<file path="config.mk">
export PLATFORM = sky130hd
export DESIGN_NAME = timebase_divider
export DESIGN_NICKNAME = d
export VERILOG_FILES = /design/src/timebase_pkg.sv /design/src/stage_if.sv /design/src/digit_stage.sv /design/src/timebase_divider.sv
export SDC_FILE = /design/constraint.sdc
export NUM_CORES = 1
export LEC_CHECK = 0
export ABC_AREA = 1
export BUFFER_PORTS_ARGS = -buffer_cell sky130_fd_sc_hd__clkbuf_2
export CAP_MARGIN = 30
export CORE_UTILIZATION = 45
export CTS_CLUSTER_SIZE = 20
export DETAILED_ROUTE_END_ITERATION = 8
export HOLD_SLACK_MARGIN = 0.15
export SKIP_CTS_REPAIR_TIMING = 1
export SLEW_MARGIN = 20
export SYNTH_ARGS = -nofsm -noshare
export SYNTH_HDL_FRONTEND = slang
export SYNTH_SLANG_ARGS = --single-unit
</file>
<file path="constraint.sdc">
create_clock -name clock -period 2.3 [get_ports clock]
set_clock_uncertainty 0.1 [all_clocks]
set_input_delay 0.345 -clock clock [delete_from_list [all_inputs] [get_ports clock]]
set_output_delay 0.345 -clock clock [all_outputs]
set_load 0.05 [all_outputs]
</file>
<file path="src/timebase_pkg.sv">
// How it works
// Source select high picks external input, low oscillator
// External source advances on each falling edge
// Decade first stage clocks later synchronous stages
// Multiplexer picks one stage for time output
// Ratios span one to thirty-six hundred million
// Binary selector code maps to mode or function
// Code 0000 passes selected source straight through
// Codes 1100 and 1101 force output constant
// Code 1111 passes external input straight through
// Output is square wave at source over ratio
// Consumers trigger on falling output edge only
// Long high clear pulse sets counters lowest
// Long high preset pulse sets counters highest
// After preset next source edge gives falling output
// Test level on reset pins bypasses chain portions
// Hold low freezes oscillator; first cycle complete
// Decade periods plus minute, ten-minute, hour ratios
// Divide-by-twenty-thousand mode gives line frequency
// Four weighted selector inputs choose the ratio
// Hold must stay low half an oscillator period
// Held reset keeps counters; resume on next edge
package timebase_pkg;

  // ----------------------------------------------------------------
  // Timing
  // ----------------------------------------------------------------
  localparam int unsigned CLOCK_PERIOD_NS    = 4;
  localparam int unsigned RESET_PULSE_NS     = 10000;
  localparam int unsigned RESET_PULSE_CYCLES =
    (RESET_PULSE_NS + CLOCK_PERIOD_NS - 1) / CLOCK_PERIOD_NS;
  localparam logic [11:0] RESET_PULSE_COUNT  = 12'(RESET_PULSE_CYCLES);
  localparam logic [7:0]  OSC_HALF_CYCLES    = 8'h7D;

  // ----------------------------------------------------------------
  // Pin vector positions
  // ----------------------------------------------------------------
  localparam int unsigned PIN_COUNT       = 11;
  localparam int unsigned PIN_EXT         = 0;
  localparam int unsigned PIN_SRC_SEL     = 1;
  localparam int unsigned PIN_CLEAR       = 2;
  localparam int unsigned PIN_PRESET      = 3;
  localparam int unsigned PIN_TEST_CLEAR  = 4;
  localparam int unsigned PIN_TEST_PRESET = 5;
  localparam int unsigned PIN_HOLD_N      = 6;
  localparam int unsigned PIN_SEL_LO      = 7;

  // ----------------------------------------------------------------
  // Selector codes
  // ----------------------------------------------------------------
  localparam logic [3:0] CODE_PASS_SOURCE = 4'h0;
  localparam logic [3:0] CODE_FORCE_A     = 4'hC;
  localparam logic [3:0] CODE_FORCE_B     = 4'hD;
  localparam logic [3:0] CODE_PASS_EXT    = 4'hF;
  localparam logic       FORCED_LEVEL     = 1'b0;

  // ----------------------------------------------------------------
  // Counter stages: moduli and which stage wrap feeds each one
  // ----------------------------------------------------------------
  localparam int unsigned STAGE_COUNT = 12;
  localparam int unsigned FEED_SOURCE = 15;
  localparam logic [3:0] STAGE_MOD [STAGE_COUNT] = '{
    4'hA, 4'hA, 4'hA, 4'hA, 4'hA, 4'hA, 4'hA, 4'hA,
    4'h6, 4'h6, 4'h6, 4'h2};
  localparam int unsigned STAGE_FEED [STAGE_COUNT] = '{
    FEED_SOURCE, 0, 1, 2, 3, 4, 5, 6, 6, 7, 9, 3};

  function automatic logic [3:0] code_stage(input logic [3:0] code);
    case (code)
      4'h1:    code_stage = 4'h0;
      4'h2:    code_stage = 4'h1;
      4'h3:    code_stage = 4'h2;
      4'h4:    code_stage = 4'h3;
      4'h5:    code_stage = 4'h4;
      4'h6:    code_stage = 4'h5;
      4'h7:    code_stage = 4'h6;
      4'h8:    code_stage = 4'h7;
      4'h9:    code_stage = 4'h8;
      4'hA:    code_stage = 4'h9;
      4'hB:    code_stage = 4'hA;
      4'hE:    code_stage = 4'hB;
      default: code_stage = 4'h0;
    endcase
  endfunction : code_stage

endpackage : timebase_pkg

</file>
<file path="src/stage_if.sv">
`timescale 1ns/1ns
`default_nettype none
interface stage_if;
  logic       step;
  logic       load_min;
  logic       load_max;
  logic       wrap;
  logic       out_high;
  logic [3:0] digit;
  modport stage (input step, input load_min, input load_max,
                 output wrap, output out_high, output digit);
  modport chain (output step, output load_min, output load_max,
                 input wrap, input out_high, input digit);
endinterface : stage_if
`default_nettype wire

</file>
<file path="src/digit_stage.sv">
`timescale 1ns/1ns
`default_nettype none
module digit_stage
  import timebase_pkg::*;
#(
  parameter logic [3:0] MODULUS = 4'hA
) (
  input wire logic clock,   // System clock
  input wire logic reset_n, // Asynchronous reset
  stage_if.stage   port     // Step, loads and stage state
);
  localparam logic [3:0] TOP  = MODULUS - 4'h1;
  localparam logic [3:0] HALF = MODULUS >> 1;

  logic [3:0] digit_q;
  logic [3:0] digit_d;
  logic       at_top;

  assign at_top        = (digit_q == TOP);
  assign port.wrap     = port.step & at_top;
  // High in the upper half so that wrapping from the top gives a falling edge.
  assign port.out_high = (digit_q >= HALF);
  assign port.digit    = digit_q;
  assign digit_d = port.load_min ? 4'h0 :
                   port.load_max ? TOP :
                   !port.step    ? digit_q :
                   at_top        ? 4'h0 : digit_q + 4'h1;

  always_ff @(posedge clock or negedge reset_n) begin
    if (!reset_n) begin
      digit_q <= 4'h0;
    end else begin
      digit_q <= digit_d;
    end
  end

  property p_wrap_zero;
    @(posedge clock) disable iff (!reset_n)
      port.wrap && !port.load_min && !port.load_max |=> digit_q == 4'h0;
  endproperty
  a_wrap_zero: assert property (p_wrap_zero) else $error("stage did not wrap");

endmodule : digit_stage
`default_nettype wire

</file>
<file path="src/timebase_divider.sv">
`timescale 1ns/1ns
`default_nettype none
module timebase_divider
  import timebase_pkg::*;
(
  input  wire logic       clock,             // 250 MHz system clock
  input  wire logic       reset_n,           // Asynchronous reset
  input  wire logic       external_pulse_in, // External pulse train
  input  wire logic       source_select,     // High picks external input
  input  wire logic       clear_min,         // Clear counters pulse
  input  wire logic       preset_max,        // Preset counters pulse
  input  wire logic       test_clear,        // Test level on clear pin
  input  wire logic       test_preset,       // Test level on preset pin
  input  wire logic       osc_hold_n,        // Low holds the oscillator
  input  wire logic [3:0] division_select,   // Division selector code
  output logic            time_out,          // Time-base output
  output logic            osc_out            // Internal oscillator level
);

  // ----------------------------------------------------------------
  // Pin synchronisers
  // ----------------------------------------------------------------
  // A level is taken only once the second and third stages agree,
  // which rejects a single metastable sample.

  logic [PIN_COUNT-1:0] pins_raw;
  logic [PIN_COUNT-1:0] sync1_q;
  logic [PIN_COUNT-1:0] sync2_q;
  logic [PIN_COUNT-1:0] sync3_q;
  logic [PIN_COUNT-1:0] level_q;
  logic [PIN_COUNT-1:0] level_d;
  logic [PIN_COUNT-1:0] agree;

  assign pins_raw = {division_select, osc_hold_n, test_preset,
                     test_clear, preset_max, clear_min,
                     source_select, external_pulse_in};
  assign agree    = ~(sync2_q ^ sync3_q);
  assign level_d  = (agree & sync3_q) | (~agree & level_q);

  always_ff @(posedge clock or negedge reset_n) begin
    if (!reset_n) begin
      sync1_q <= '0;
      sync2_q <= '0;
      sync3_q <= '0;
      level_q <= '0;
    end else begin
      sync1_q <= pins_raw;
      sync2_q <= sync1_q;
      sync3_q <= sync2_q;
      level_q <= level_d;
    end
  end

  logic       ext_level;
  logic       src_sel_level;
  logic       clear_level;
  logic       preset_level;
  logic       test_mode;
  logic       hold_level;
  logic [3:0] code;

  assign ext_level     = level_q[PIN_EXT];
  assign src_sel_level = level_q[PIN_SRC_SEL];
  assign clear_level   = level_q[PIN_CLEAR];
  assign preset_level  = level_q[PIN_PRESET];
  assign test_mode     = level_q[PIN_TEST_CLEAR] | level_q[PIN_TEST_PRESET];
  assign hold_level    = level_q[PIN_HOLD_N];
  assign code          = level_q[PIN_SEL_LO +: 4];

  // ----------------------------------------------------------------
  // Reset pulse qualifiers
  // ----------------------------------------------------------------
  // A pulse acts only after it has been high for the full minimum
  // width; a shorter glitch never disturbs the count.

  logic [1:0]  qual_pin;
  logic [1:0]  qual_done;
  logic        clear_act;
  logic        preset_act;

  assign qual_pin = {preset_level, clear_level};

  for (genvar q = 0; q < 2; q++) begin : g_qual
    logic [11:0] cnt_q;
    logic [11:0] cnt_d;
    assign qual_done[q] = (cnt_q == RESET_PULSE_COUNT);
    assign cnt_d = !qual_pin[q]  ? 12'h000 :
                   qual_done[q]  ? cnt_q :
                   cnt_q + 12'h001;
    always_ff @(posedge clock or negedge reset_n) begin
      if (!reset_n) begin
        cnt_q <= 12'h000;
      end else begin
        cnt_q <= cnt_d;
      end
    end
  end

  // Held pulses keep loading the stages every cycle.
  assign clear_act  = qual_done[0];
  assign preset_act = qual_done[1] & ~qual_done[0];

  // ----------------------------------------------------------------
  // Internal oscillator
  // ----------------------------------------------------------------
  // While held the oscillator rests low with its phase counter at zero,
  // so the first cycle after release is a full low then high period.

  logic [7:0] osc_cnt_q;
  logic [7:0] osc_cnt_d;
  logic       osc_level_q;
  logic       osc_level_d;
  logic       osc_half_end;
  logic       osc_fall;

  assign osc_half_end = (osc_cnt_q == OSC_HALF_CYCLES - 8'h01);
  assign osc_fall     = hold_level & osc_half_end & osc_level_q;
  assign osc_cnt_d    = (!hold_level || osc_half_end) ? 8'h00
                                                      : osc_cnt_q + 8'h01;
  assign osc_level_d  = !hold_level  ? 1'b0 :
                        osc_half_end ? ~osc_level_q : osc_level_q;

  always_ff @(posedge clock or negedge reset_n) begin
    if (!reset_n) begin
      osc_cnt_q   <= 8'h00;
      osc_level_q <= 1'b0;
    end else begin
      osc_cnt_q   <= osc_cnt_d;
      osc_level_q <= osc_level_d;
    end
  end

  // ----------------------------------------------------------------
  // Source selection
  // ----------------------------------------------------------------

  logic ext_prev_q;
  logic ext_fall;
  logic src_level;
  logic src_step;

  always_ff @(posedge clock or negedge reset_n) begin
    if (!reset_n) begin
      ext_prev_q <= 1'b0;
    end else begin
      ext_prev_q <= ext_level;
    end
  end

  assign ext_fall  = ext_prev_q & ~ext_level;
  assign src_level = src_sel_level ? ext_level : osc_level_q;
  assign src_step  = src_sel_level ? ext_fall : osc_fall;

  // ----------------------------------------------------------------
  // Counter chain
  // ----------------------------------------------------------------
  // Every stage runs on the system clock; the stage that feeds it only
  // grants a step, so the whole chain stays synchronous. In test mode
  // each stage steps straight from the source, bypassing those below.

  logic [STAGE_COUNT-1:0] stage_wrap;
  logic [STAGE_COUNT-1:0] stage_high;
  logic [STAGE_COUNT-1:0] stage_min;
  logic [STAGE_COUNT-1:0] stage_max;
  logic [STAGE_COUNT-1:0] feed_step;
  logic [3:0]             stage_digit [STAGE_COUNT];

  for (genvar i = 0; i < STAGE_COUNT; i++) begin : g_stage
    stage_if link ();

    if (STAGE_FEED[i] == FEED_SOURCE) begin : g_first
      assign feed_step[i] = src_step;
    end else begin : g_later
      assign feed_step[i] = stage_wrap[STAGE_FEED[i]];
    end

    assign link.step      = test_mode ? src_step : feed_step[i];
    assign link.load_min  = clear_act;
    assign link.load_max  = preset_act;
    assign stage_wrap[i]  = link.wrap;
    assign stage_high[i]  = link.out_high;
    assign stage_digit[i] = link.digit;
    assign stage_min[i]   = (link.digit == 4'h0);
    assign stage_max[i]   = (link.digit == STAGE_MOD[i] - 4'h1);

    digit_stage #(
      .MODULUS (STAGE_MOD[i])
    ) u_stage (
      .clock   (clock),
      .reset_n (reset_n),
      .port    (link)
    );
  end

  logic chain_all_min;
  logic chain_all_max;

  assign chain_all_min = &stage_min;
  assign chain_all_max = &stage_max;

  // ----------------------------------------------------------------
  // Output selection
  // ----------------------------------------------------------------
  // Codes one to eight give decades up to a hundred million, nine to
  // eleven the minute, ten-minute and hour ratios, fourteen twenty
  // thousand for line frequency from a 1 or 1.2 MHz source.

  logic [3:0] sel_stage;
  logic       divided;
  logic       is_pass_src;
  logic       is_forced;
  logic       is_pass_ext;
  logic       is_divide;
  logic       next_out;
  logic       time_out_q;
  logic       osc_out_q;

  assign sel_stage   = code_stage(code);
  assign divided     = stage_high[sel_stage];
  assign is_pass_src = (code == CODE_PASS_SOURCE);
  assign is_forced   = (code == CODE_FORCE_A) | (code == CODE_FORCE_B);
  assign is_pass_ext = (code == CODE_PASS_EXT);
  assign is_divide   = ~(is_pass_src | is_forced | is_pass_ext);
  assign next_out    = is_pass_src ? src_level :
                       is_forced   ? FORCED_LEVEL :
                       is_pass_ext ? ext_level :
                       divided;

  always_ff @(posedge clock or negedge reset_n) begin
    if (!reset_n) begin
      time_out_q <= 1'b0;
      osc_out_q  <= 1'b0;
    end else begin
      time_out_q <= next_out;
      osc_out_q  <= osc_level_q;
    end
  end

  assign time_out = time_out_q;
  assign osc_out  = osc_out_q;

  // ----------------------------------------------------------------
  // Checks
  // ----------------------------------------------------------------

  // Remembers that a preset has loaded the chain and no step has come.
  logic armed_q;

  always_ff @(posedge clock or negedge reset_n) begin
    if (!reset_n) begin
      armed_q <= 1'b0;
    end else if (preset_act) begin
      armed_q <= 1'b1;
    end else if (src_step || test_mode || clear_act) begin
      armed_q <= 1'b0;
    end
  end

  property p_ext_counts;
    @(posedge clock) disable iff (!reset_n)
      src_sel_level && ext_fall && !clear_act && !preset_act && !test_mode
      |=> stage_digit[0] == (($past(stage_digit[0]) == 4'h9) ? 4'h0
                             : $past(stage_digit[0]) + 4'h1);
  endproperty
  a_ext_counts: assert property (p_ext_counts) else $error("external edge not counted");

  property p_int_ignores_ext;
    @(posedge clock) disable iff (!reset_n)
      !src_sel_level && ext_fall && !osc_fall && !clear_act && !preset_act
      |=> $stable(stage_digit[0]);
  endproperty
  a_int_ignores_ext: assert property (p_int_ignores_ext) else $error("wrong source counted");

  property p_chain_carry;
    @(posedge clock) disable iff (!reset_n)
      stage_wrap[0] && !test_mode && !clear_act && !preset_act
      |=> stage_digit[1] != $past(stage_digit[1]);
  endproperty
  a_chain_carry: assert property (p_chain_carry) else $error("first stage did not clock next");

  property p_pass_source;
    @(posedge clock) disable iff (!reset_n)
      is_pass_src |=> time_out == $past(src_level);
  endproperty
  a_pass_source: assert property (p_pass_source) else $error("source not passed through");

  property p_force_level;
    @(posedge clock) disable iff (!reset_n)
      is_forced ##1 is_forced |-> time_out == FORCED_LEVEL;
  endproperty
  a_force_level: assert property (p_force_level) else $error("output not forced");

  property p_pass_ext;
    @(posedge clock) disable iff (!reset_n)
      is_pass_ext |=> time_out == $past(ext_level);
  endproperty
  a_pass_ext: assert property (p_pass_ext) else $error("external input not passed");

  property p_clear_min;
    @(posedge clock) disable iff (!reset_n)
      clear_act |=> chain_all_min;
  endproperty
  a_clear_min: assert property (p_clear_min) else $error("clear did not reach lowest state");

  property p_clear_needs_pin;
    @(posedge clock) disable iff (!reset_n)
      !clear_level |=> !clear_act;
  endproperty
  a_clear_needs_pin: assert property (p_clear_needs_pin) else $error("clear without pin");

  property p_preset_max;
    @(posedge clock) disable iff (!reset_n)
      preset_act |=> chain_all_max;
  endproperty
  a_preset_max: assert property (p_preset_max) else $error("preset did not reach highest state");

  property p_held_stays;
    @(posedge clock) disable iff (!reset_n)
      clear_act [*2] |-> chain_all_min;
  endproperty
  a_held_stays: assert property (p_held_stays) else $error("counters moved under reset");

  property p_first_fall;
    @(posedge clock) disable iff (!reset_n)
      armed_q && !preset_act && !clear_act && src_step && is_divide
      && !test_mode && $stable(code) |=> ##1 $fell(time_out);
  endproperty
  a_first_fall: assert property (p_first_fall) else $error("no falling edge after preset");

  property p_hold_freeze;
    @(posedge clock) disable iff (!reset_n)
      !hold_level |=> !osc_level_q && osc_cnt_q == 8'h00;
  endproperty
  a_hold_freeze: assert property (p_hold_freeze) else $error("oscillator not held");

  property p_full_first_cycle;
    @(posedge clock) disable iff (!reset_n)
      $rose(hold_level) |-> !osc_fall [*8];
  endproperty
  a_full_first_cycle: assert property (p_full_first_cycle) else $error("short first cycle");

endmodule : timebase_divider
`default_nettype wire

</file>
# Yosys cells after proc, flatten, opt, wreduce, memory -nomap -nowiden
# Memories as Yosys holds them, arrays and structs flattened.
# Index checks and enable logic that the tools add are counted.
dict set report word_totals {
  output_inout_bits 2
  reg_bits 128
  romBits 64
  in_bits 13
  elab_cells 181
  mem_bits_rw 0
  latch_bits 0
  n_memories 1
}
dict set report op_classes {
  n_mux 71
  mul 0
  addsub 15
  eq_ne 21
  div 0
  n_reduce_logical 13
  bitwise 24
  shifts 0
  order_cmp 13
}
# memory depth word_bits read_ports rd_ports_with_merged_regs wr line
set mem_list {}
lappend mem_list {{(name not given)} 16 4 1 0 0 timebase_pkg.sv:69} ;# case (code)
# op count
set op_table {}
lappend op_table {{2-to-1 mux 4 bit} 48}
lappend op_table {{adder 4 x 1 -> 4 bit (second input constant)} 12}
lappend op_table {{2-to-1 mux 12 bit} 4}
lappend op_table {{== test 4 bit (second input constant)} 11}
lappend op_table {{>= comparator 4 x 3 -> 1 bit (second input constant)} 8}
lappend op_table {{nonzero test 3 bit} 10}
lappend op_table {{adder 12 x 1 -> 12 bit (second input constant)} 2}
lappend op_table {{== test 12 bit (second input constant)} 2}
lappend op_table {{bitwise AND 11 bit} 2}
lappend op_table {{inverter 11 bit} 2}
lappend op_table {{2-to-1 mux 1 bit} 17}
lappend op_table {{bitwise AND 1 bit} 13}
lappend op_table {{== test 4 x 3 -> 1 bit (second input constant)} 3}
lappend op_table {{>= comparator 4 x 2 -> 1 bit (second input constant)} 3}
lappend op_table {{OR 11 bit} 1}
lappend op_table {{XOR 11 bit} 1}
lappend op_table {{adder 8 x 1 -> 8 bit (second input constant)} 1}
lappend op_table {{== test 8 x 7 -> 1 bit (second input constant)} 1}
lappend op_table {{2-to-1 mux 8 bit} 1}
lappend op_table {{< comparator 4 x 5 -> 1 bit (second input constant)} 1}
lappend op_table {{binary-select mux 1 bit (select 4 bit)} 1}
lappend op_table {{== test 4 x 1 -> 1 bit (second input constant)} 1}
lappend op_table {{>= comparator 4 x 1 -> 1 bit (second input constant)} 1}
lappend op_table {{logical NOT 4 bit} 1}
lappend op_table {{other kinds (6)} 10}

# Depth between registers and ports, before layout
dict set report depth {
  depth_word 25
  depth_mapped 14
  mapped_depth_nobuf 14
}

# Modules after synthesis
# Synthesis repeated with hierarchy kept, for this count alone.
dict set report unflattened {
  cells_unflattened 840
  area_unflattened_um2 6801.5
}
# module area_each_um2 seq_area_each_um2 cells_per_inst instances
set by_module_without_submodules {}
lappend by_module_without_submodules {timebase_divider 3493.4 2001.9 368 1}
lappend by_module_without_submodules {{digit_stage (g_stage[0].u_stage ...)} 287.8 100.1 40 8}
lappend by_module_without_submodules {{digit_stage (g_stage[10].u_stage ...)} 254.0 100.1 39 3}
lappend by_module_without_submodules {{digit_stage (g_stage[11].u_stage)} 244.0 100.1 35 1}

# Worst setup path before layout
# No wires, ideal clock.
dict set report synth_path {
  kind {reg-to-reg}
  start {register g_stage[2].u_stage.digit_q[1]}
  end {register g_stage[9].u_stage.digit_q[0]}
  setup_slack_ns 0.430
  path_stages_with_launch 12
  synth_period_minus_slack_ns 1.870
  required_ns 2.077
  path_buffers 0
  arrival_ns 1.647
  setup_ns 0.123
  cell_sequence {dfrtp_1 > inv_1 > ha_1 > nand3_1 > nor2_1 > nand4_4 > nor2_4 > nand4_2 > nand2_4 > nand2_2 > nand2_1 > o21ai_1}
}
dict set report synth_between {
  elab_chain_cells 14
}
# item line
set synth_lines {}
lappend synth_lines {{from (decl)} digit_stage.sv:15} ;# logic [3:0] digit_q;
lappend synth_lines {{from (signal assigned)} digit_stage.sv:33} ;# digit_q <= digit_d;
lappend synth_lines {{== test 4 bit} digit_stage.sv:19} ;# assign at_top = (digit_q == TOP);
lappend synth_lines {{bitwise AND 1 bit} digit_stage.sv:20} ;# assign port.wrap = port.step & at_top;
lappend synth_lines {{2-to-1 mux 1 bit} timebase_divider.sv:177} ;# assign link.step = test_mode ? src_step : feed_step[i];
lappend synth_lines {{bitwise AND 1 bit} digit_stage.sv:20}
lappend synth_lines {{2-to-1 mux 1 bit} timebase_divider.sv:177}
lappend synth_lines {{bitwise AND 1 bit} digit_stage.sv:20}
lappend synth_lines {{2-to-1 mux 1 bit} timebase_divider.sv:177}
lappend synth_lines {{bitwise AND 1 bit} digit_stage.sv:20}
lappend synth_lines {{2-to-1 mux 1 bit} timebase_divider.sv:177}
lappend synth_lines {{bitwise AND 1 bit} digit_stage.sv:20}
lappend synth_lines {{2-to-1 mux 1 bit} timebase_divider.sv:177}
lappend synth_lines {{bitwise AND 1 bit} digit_stage.sv:20}
lappend synth_lines {{2-to-1 mux 1 bit} timebase_divider.sv:177}
lappend synth_lines {{nonzero test 3 bit (no source line)} -}
lappend synth_lines {{to (signal assigned)} digit_stage.sv:33}
lappend synth_lines {{to (decl)} digit_stage.sv:15}
# Every way passes these cells.
# A chain may end at the register's enable or synchronous reset.

# Worst setup path after layout
dict set report layout_path {
  start {register g_stage[2].u_stage.digit_q[1]}
  end {register g_stage[9].u_stage.digit_q[2]}
}
# Same word-level chain as after synthesis.

==> impl_metrics.prom <==
# TYPE chip_impl_metric gauge
chip_impl_metric{name="worst-endpoint-arrival",unit="ns"} 2.30
chip_impl_info{name="crit_path_cell_trace",value="inv_1 > ha_2 > nand3_2 > nor2_2 > nand4_4 > nor2_4 > nand4_4 > nand2_4 > nand2_2 > nand2_1 > o21ai_1"} 1
chip_impl_metric{name="ir_worst_vdd",unit="mV"} 0.543
chip_impl_metric{name="cell_count_after_synthesis",unit=""} 739
chip_impl_metric{name="maxSlewViolCount",unit=""} 0
chip_impl_info{name="worstSetupEndpoint",value="g_stage[9].u_stage.port.digit[2]"} 1
chip_impl_metric{name="row_count",unit=""} 43
chip_impl_metric{name="grt.met3_usage",unit="%"} 5.34
chip_impl_info{name="startpoint",value="g_stage[2].u_stage.port.digit[1]"} 1
chip_impl_metric{name="timing.critical_path.required",unit="ns"} 2.50
chip_impl_metric{name="grt_antenna_before_repair",unit=""} 0
chip_impl_info{name="cp_common_cell",value="sky130_fd_sc_hd__nand4_4"} 1
chip_impl_metric{name="core-area",unit="um2"} 13900
chip_impl_metric{name="synth.yosys.seq_area_share",unit="%"} 49.5
chip_impl_metric{name="leakage",unit="nW"} 3.53
chip_impl_metric{name="gr-usage-all-layers",unit="%"} 20.0
chip_impl_info{name="cts.root.buffer_cell",value="sky130_fd_sc_hd__clkbuf_16"} 1
chip_impl_info{name="synthDominantAreaCellType",value="sky130_fd_sc_hd__dfrtp_1"} 1
chip_impl_metric{name="detail_route.vias_per_cell",unit=""} 5.24
chip_impl_metric{name="area_of_the_die",unit="um2"} 14900
chip_impl_metric{name="grt_pass1_wl",unit="um"} 22900
chip_impl_metric{name="power.total",unit="mW"} 7.38
chip_impl_metric{name="floorplan.initialDensity",unit="%"} 46.5
chip_impl_metric{name="drt.antenna.violating_nets",unit=""} 0
chip_impl_metric{name="yosys_warnings",unit=""} 0
chip_impl_info{name="largest_cells_by_area_after_synthesis",value="sky130_fd_sc_hd__dfrtp_1 (49%), sky130_fd_sc_hd__ha_1 (6.6%), sky130_fd_sc_hd__inv_1 (6.6%)"} 1
chip_impl_info{name="hold_crit_path_type",value="reg2reg"} 1
chip_impl_metric{name="tritoncts.num_buffers",unit=""} 17
chip_impl_metric{name="clockBufferDepth",unit=""} 2
chip_impl_metric{name="setup-tns-final",unit="ns"} 0
chip_impl_metric{name="dp_worst_slack",unit="ns"} 0.128
chip_impl_metric{name="grt_start_max_net_pins",unit=""} 69
chip_impl_metric{name="postLayoutCoreUtil",unit="%"} 54.6
chip_impl_metric{name="drv_cap",unit=""} 0
chip_impl_info{name="layout.cells.most_common",value="sky130_fd_sc_hd__dfrtp_1"} 1
chip_impl_metric{name="finalWorstSetupSlack",unit="ns"} 0.195
chip_impl_metric{name="syn_to_final_growth",unit="%"} 17.6
chip_impl_metric{name="drt-total-wl",unit="um"} 13400
chip_impl_metric{name="placedInstanceArea",unit="um2"} 6840
chip_impl_metric{name="die_h",unit="um"} 122
chip_impl_metric{name="dpl.hpwl",unit="um"} 9350
chip_impl_metric{name="clock_latency_of_the_later_clocked_register_in_the_worst_skew_pair",unit="ns"} 0.42
chip_impl_metric{name="finalCriticalPeriod",unit="ns"} 2.11
chip_impl_metric{name="slowest_delay",unit="ns"} 0.38
chip_impl_metric{name="pwr_density_cell",unit="nW/um2"} 969
chip_impl_metric{name="cts_num_sinks",unit=""} 128
chip_impl_info{name="run_status",value="finished, final reports clean"} 1
chip_impl_metric{name="fmax",unit="GHz"} 0.475
chip_impl_metric{name="slew_headroom",unit="%"} 66.7
chip_impl_info{name="layout.cells.most_common_list",value="sky130_fd_sc_hd__dfrtp_1 (128), sky130_fd_sc_hd__inv_1 (113), sky130_fd_sc_hd__nand2_1 (100)"} 1
chip_impl_metric{name="number_of_detailed_routing_iterations_run_before_antenna_repair",unit=""} 5
chip_impl_metric{name="fp.dieW",unit="um"} 122
chip_impl_info{name="yosys_most_used_dff",value="sky130_fd_sc_hd__dfrtp_1"} 1
chip_impl_metric{name="detail_route.iter0.violations",unit=""} 287
chip_impl_metric{name="cts_htree_levels",unit=""} 4
chip_impl_info{name="regToRegStartpoint",value="g_stage[2].u_stage.port.digit[1]"} 1
chip_impl_metric{name="rr_worst_depth",unit=""} 11
chip_impl_info{name="cp-start-kind",value="flop"} 1
chip_impl_metric{name="timing_hold_violations_final",unit=""} 0
chip_impl_metric{name="synth_cell_type_count",unit=""} 40
chip_impl_info{name="r2r_end",value="g_stage[9].u_stage.port.digit[2]"} 1
chip_impl_metric{name="setup_viol",unit=""} 0
chip_impl_metric{name="postLayoutCellArea",unit="um2"} 7610
chip_impl_metric{name="io_pins",unit=""} 15
chip_impl_metric{name="synthArstFlopShare",unit="%"} 100
chip_impl_metric{name="mappedNetlistNets",unit=""} 786
chip_impl_info{name="setup.worst_path.class",value="reg2reg"} 1
chip_impl_metric{name="grt_pass1_vias",unit=""} 5043
chip_impl_info{name="beginning_of_the_worst_hold_path",value="sync1_q[9]"} 1
chip_impl_metric{name="placed_cells_incl_taps",unit=""} 938
chip_impl_metric{name="cell_count_final_fillers_out",unit=""} 987
chip_impl_info{name="tritoncts",value="done"} 1
chip_impl_metric{name="hold-worst-slack",unit="ns"} 0.246
chip_impl_metric{name="m2_gr_usage",unit="%"} 31.9
chip_impl_metric{name="routed_wire_length_per_instance",unit="um"} 13.6
chip_impl_metric{name="route.detailed.drc",unit=""} 0
chip_impl_metric{name="synthesized_cell_area",unit="um2"} 6470
chip_impl_metric{name="crit_fanout",unit=""} 8
chip_impl_info{name="grt.busiest_layer",value="met2"} 1
chip_impl_info{name="endpoint_kind",value="flop"} 1
chip_impl_metric{name="synth-edff-count",unit=""} 0
chip_impl_metric{name="r2r_slack",unit="ns"} 0.19
chip_impl_metric{name="finalCritPeriodShare",unit="%"} 91.5
chip_impl_metric{name="antenna-diode-count",unit=""} 0
chip_impl_metric{name="globalRouteOverflowTotal",unit=""} 0
chip_impl_metric{name="yosys_register_bits",unit=""} 128
chip_impl_metric{name="portBuffers",unit=""} 14
chip_impl_info{name="slowest_stage",value="sky130_fd_sc_hd__dfrtp_1"} 1
chip_impl_metric{name="transition_at_the_pin_with_the_smallest_max_transition_slack",unit="ns"} 0.496
chip_impl_metric{name="route.vias.total",unit=""} 5173
chip_impl_metric{name="drive_gt1_share",unit="%"} 12.4
chip_impl_metric{name="final_gp_congestion",unit=""} 0.875
chip_impl_metric{name="clk_transition_reported_paths",unit="ns"} 0.06
chip_impl_metric{name="avgSynthCellArea",unit="um2"} 8.76
chip_impl_metric{name="finalNetCount",unit=""} 841
chip_impl_metric{name="global_route.usage.met1",unit="%"} 25.5
chip_impl_metric{name="synth_top_area_share",unit="%"} 49.5
-- layer usage --
layer,vias up,wire (um)
met2,89,6590
met4,0,256
met1,2497,6050
met3,28,498
li1,2559,-
met5,-,0
-- sequential cells by signal, indices dropped and copies added, names as in the netlist, named ones only --
name,count
time_out,1
osc_level_q,1
sync2_q,11
osc_cnt_q,8
osc_out,1
g_qual.cnt_q,24
sync3_q,11
g_stage.u_stage.port.digit,48
ext_prev_q,1
sync1_q,11
-- power by group --
part	total, mW	switching, mW	internal [mW]	leakage (nW)
registers	3.01	0.381	2.63	1.62
clock network	2.60	1.06	1.54	0.274
logic	1.76	1.07	0.692	1.63
total	7.38	2.51	4.86	3.53
-- kinds of logic after synthesis --
group	synth area share (%)
compound gates	11.8
xor+xnor	1.22
fa+ha+maj	8.27
buf+inv	7.57
flops	49.5
simple gates	21.7
-- area by class of cell --
type	count	area (um2)
fillers	1280	6320
flip-flops and latches	128	3200
multi-input cells	486	2840
clock buffers	20	447
inverters	118	443
repair buffers	43	333
well taps	180	225
clock inverters	12	126
-- how the worst min path moves through the flow --
stage / end / slack [ns] / cells past startpoint
after floorplan: async pin / -0.05 / 0
after global placement: osc_cnt_q[5] / 0.15 / 1
after detailed placement: osc_cnt_q[5] / 0.16 / 1
after CTS: g_stage[2].u_stage.port.digit[2] / -0.30 / 1
after global routing: sync2_q[8] / 0.25 / 0
final: sync2_q[9] / 0.25 / 0
-- critical path, delay by kind of cell, from the launching register on --
family / cells / cell delay (ns)
buffers and inverters: 1 / 0.12
adder cells (fa/ha/maj): 1 / 0.22
AND/OR/NAND/NOR: 8 / 1.09
AO/OA/AOI/OAI: 1 / 0.06
flip-flops: 1 / 0.38
-- cell usage after synthesis, drive strengths merged, types with 3 or more instances --
| cell | number |
|---|---|
| dfrtp | 128 |
| ha | 34 |
| nor2 | 64 |
| clkbuf | 4 |
| buf | 4 |
| nor3b | 3 |
| a31oi | 10 |
| a21oi | 49 |
| nor4 | 3 |
| nor3 | 22 |
| xor2 | 7 |
| or2 | 5 |
| nand2 | 109 |
| inv | 118 |
| and3 | 4 |
| maj3 | 11 |
| nand4 | 23 |
| o21ai | 77 |
| nand3 | 55 |
Power figures use the tool's default switching activity.
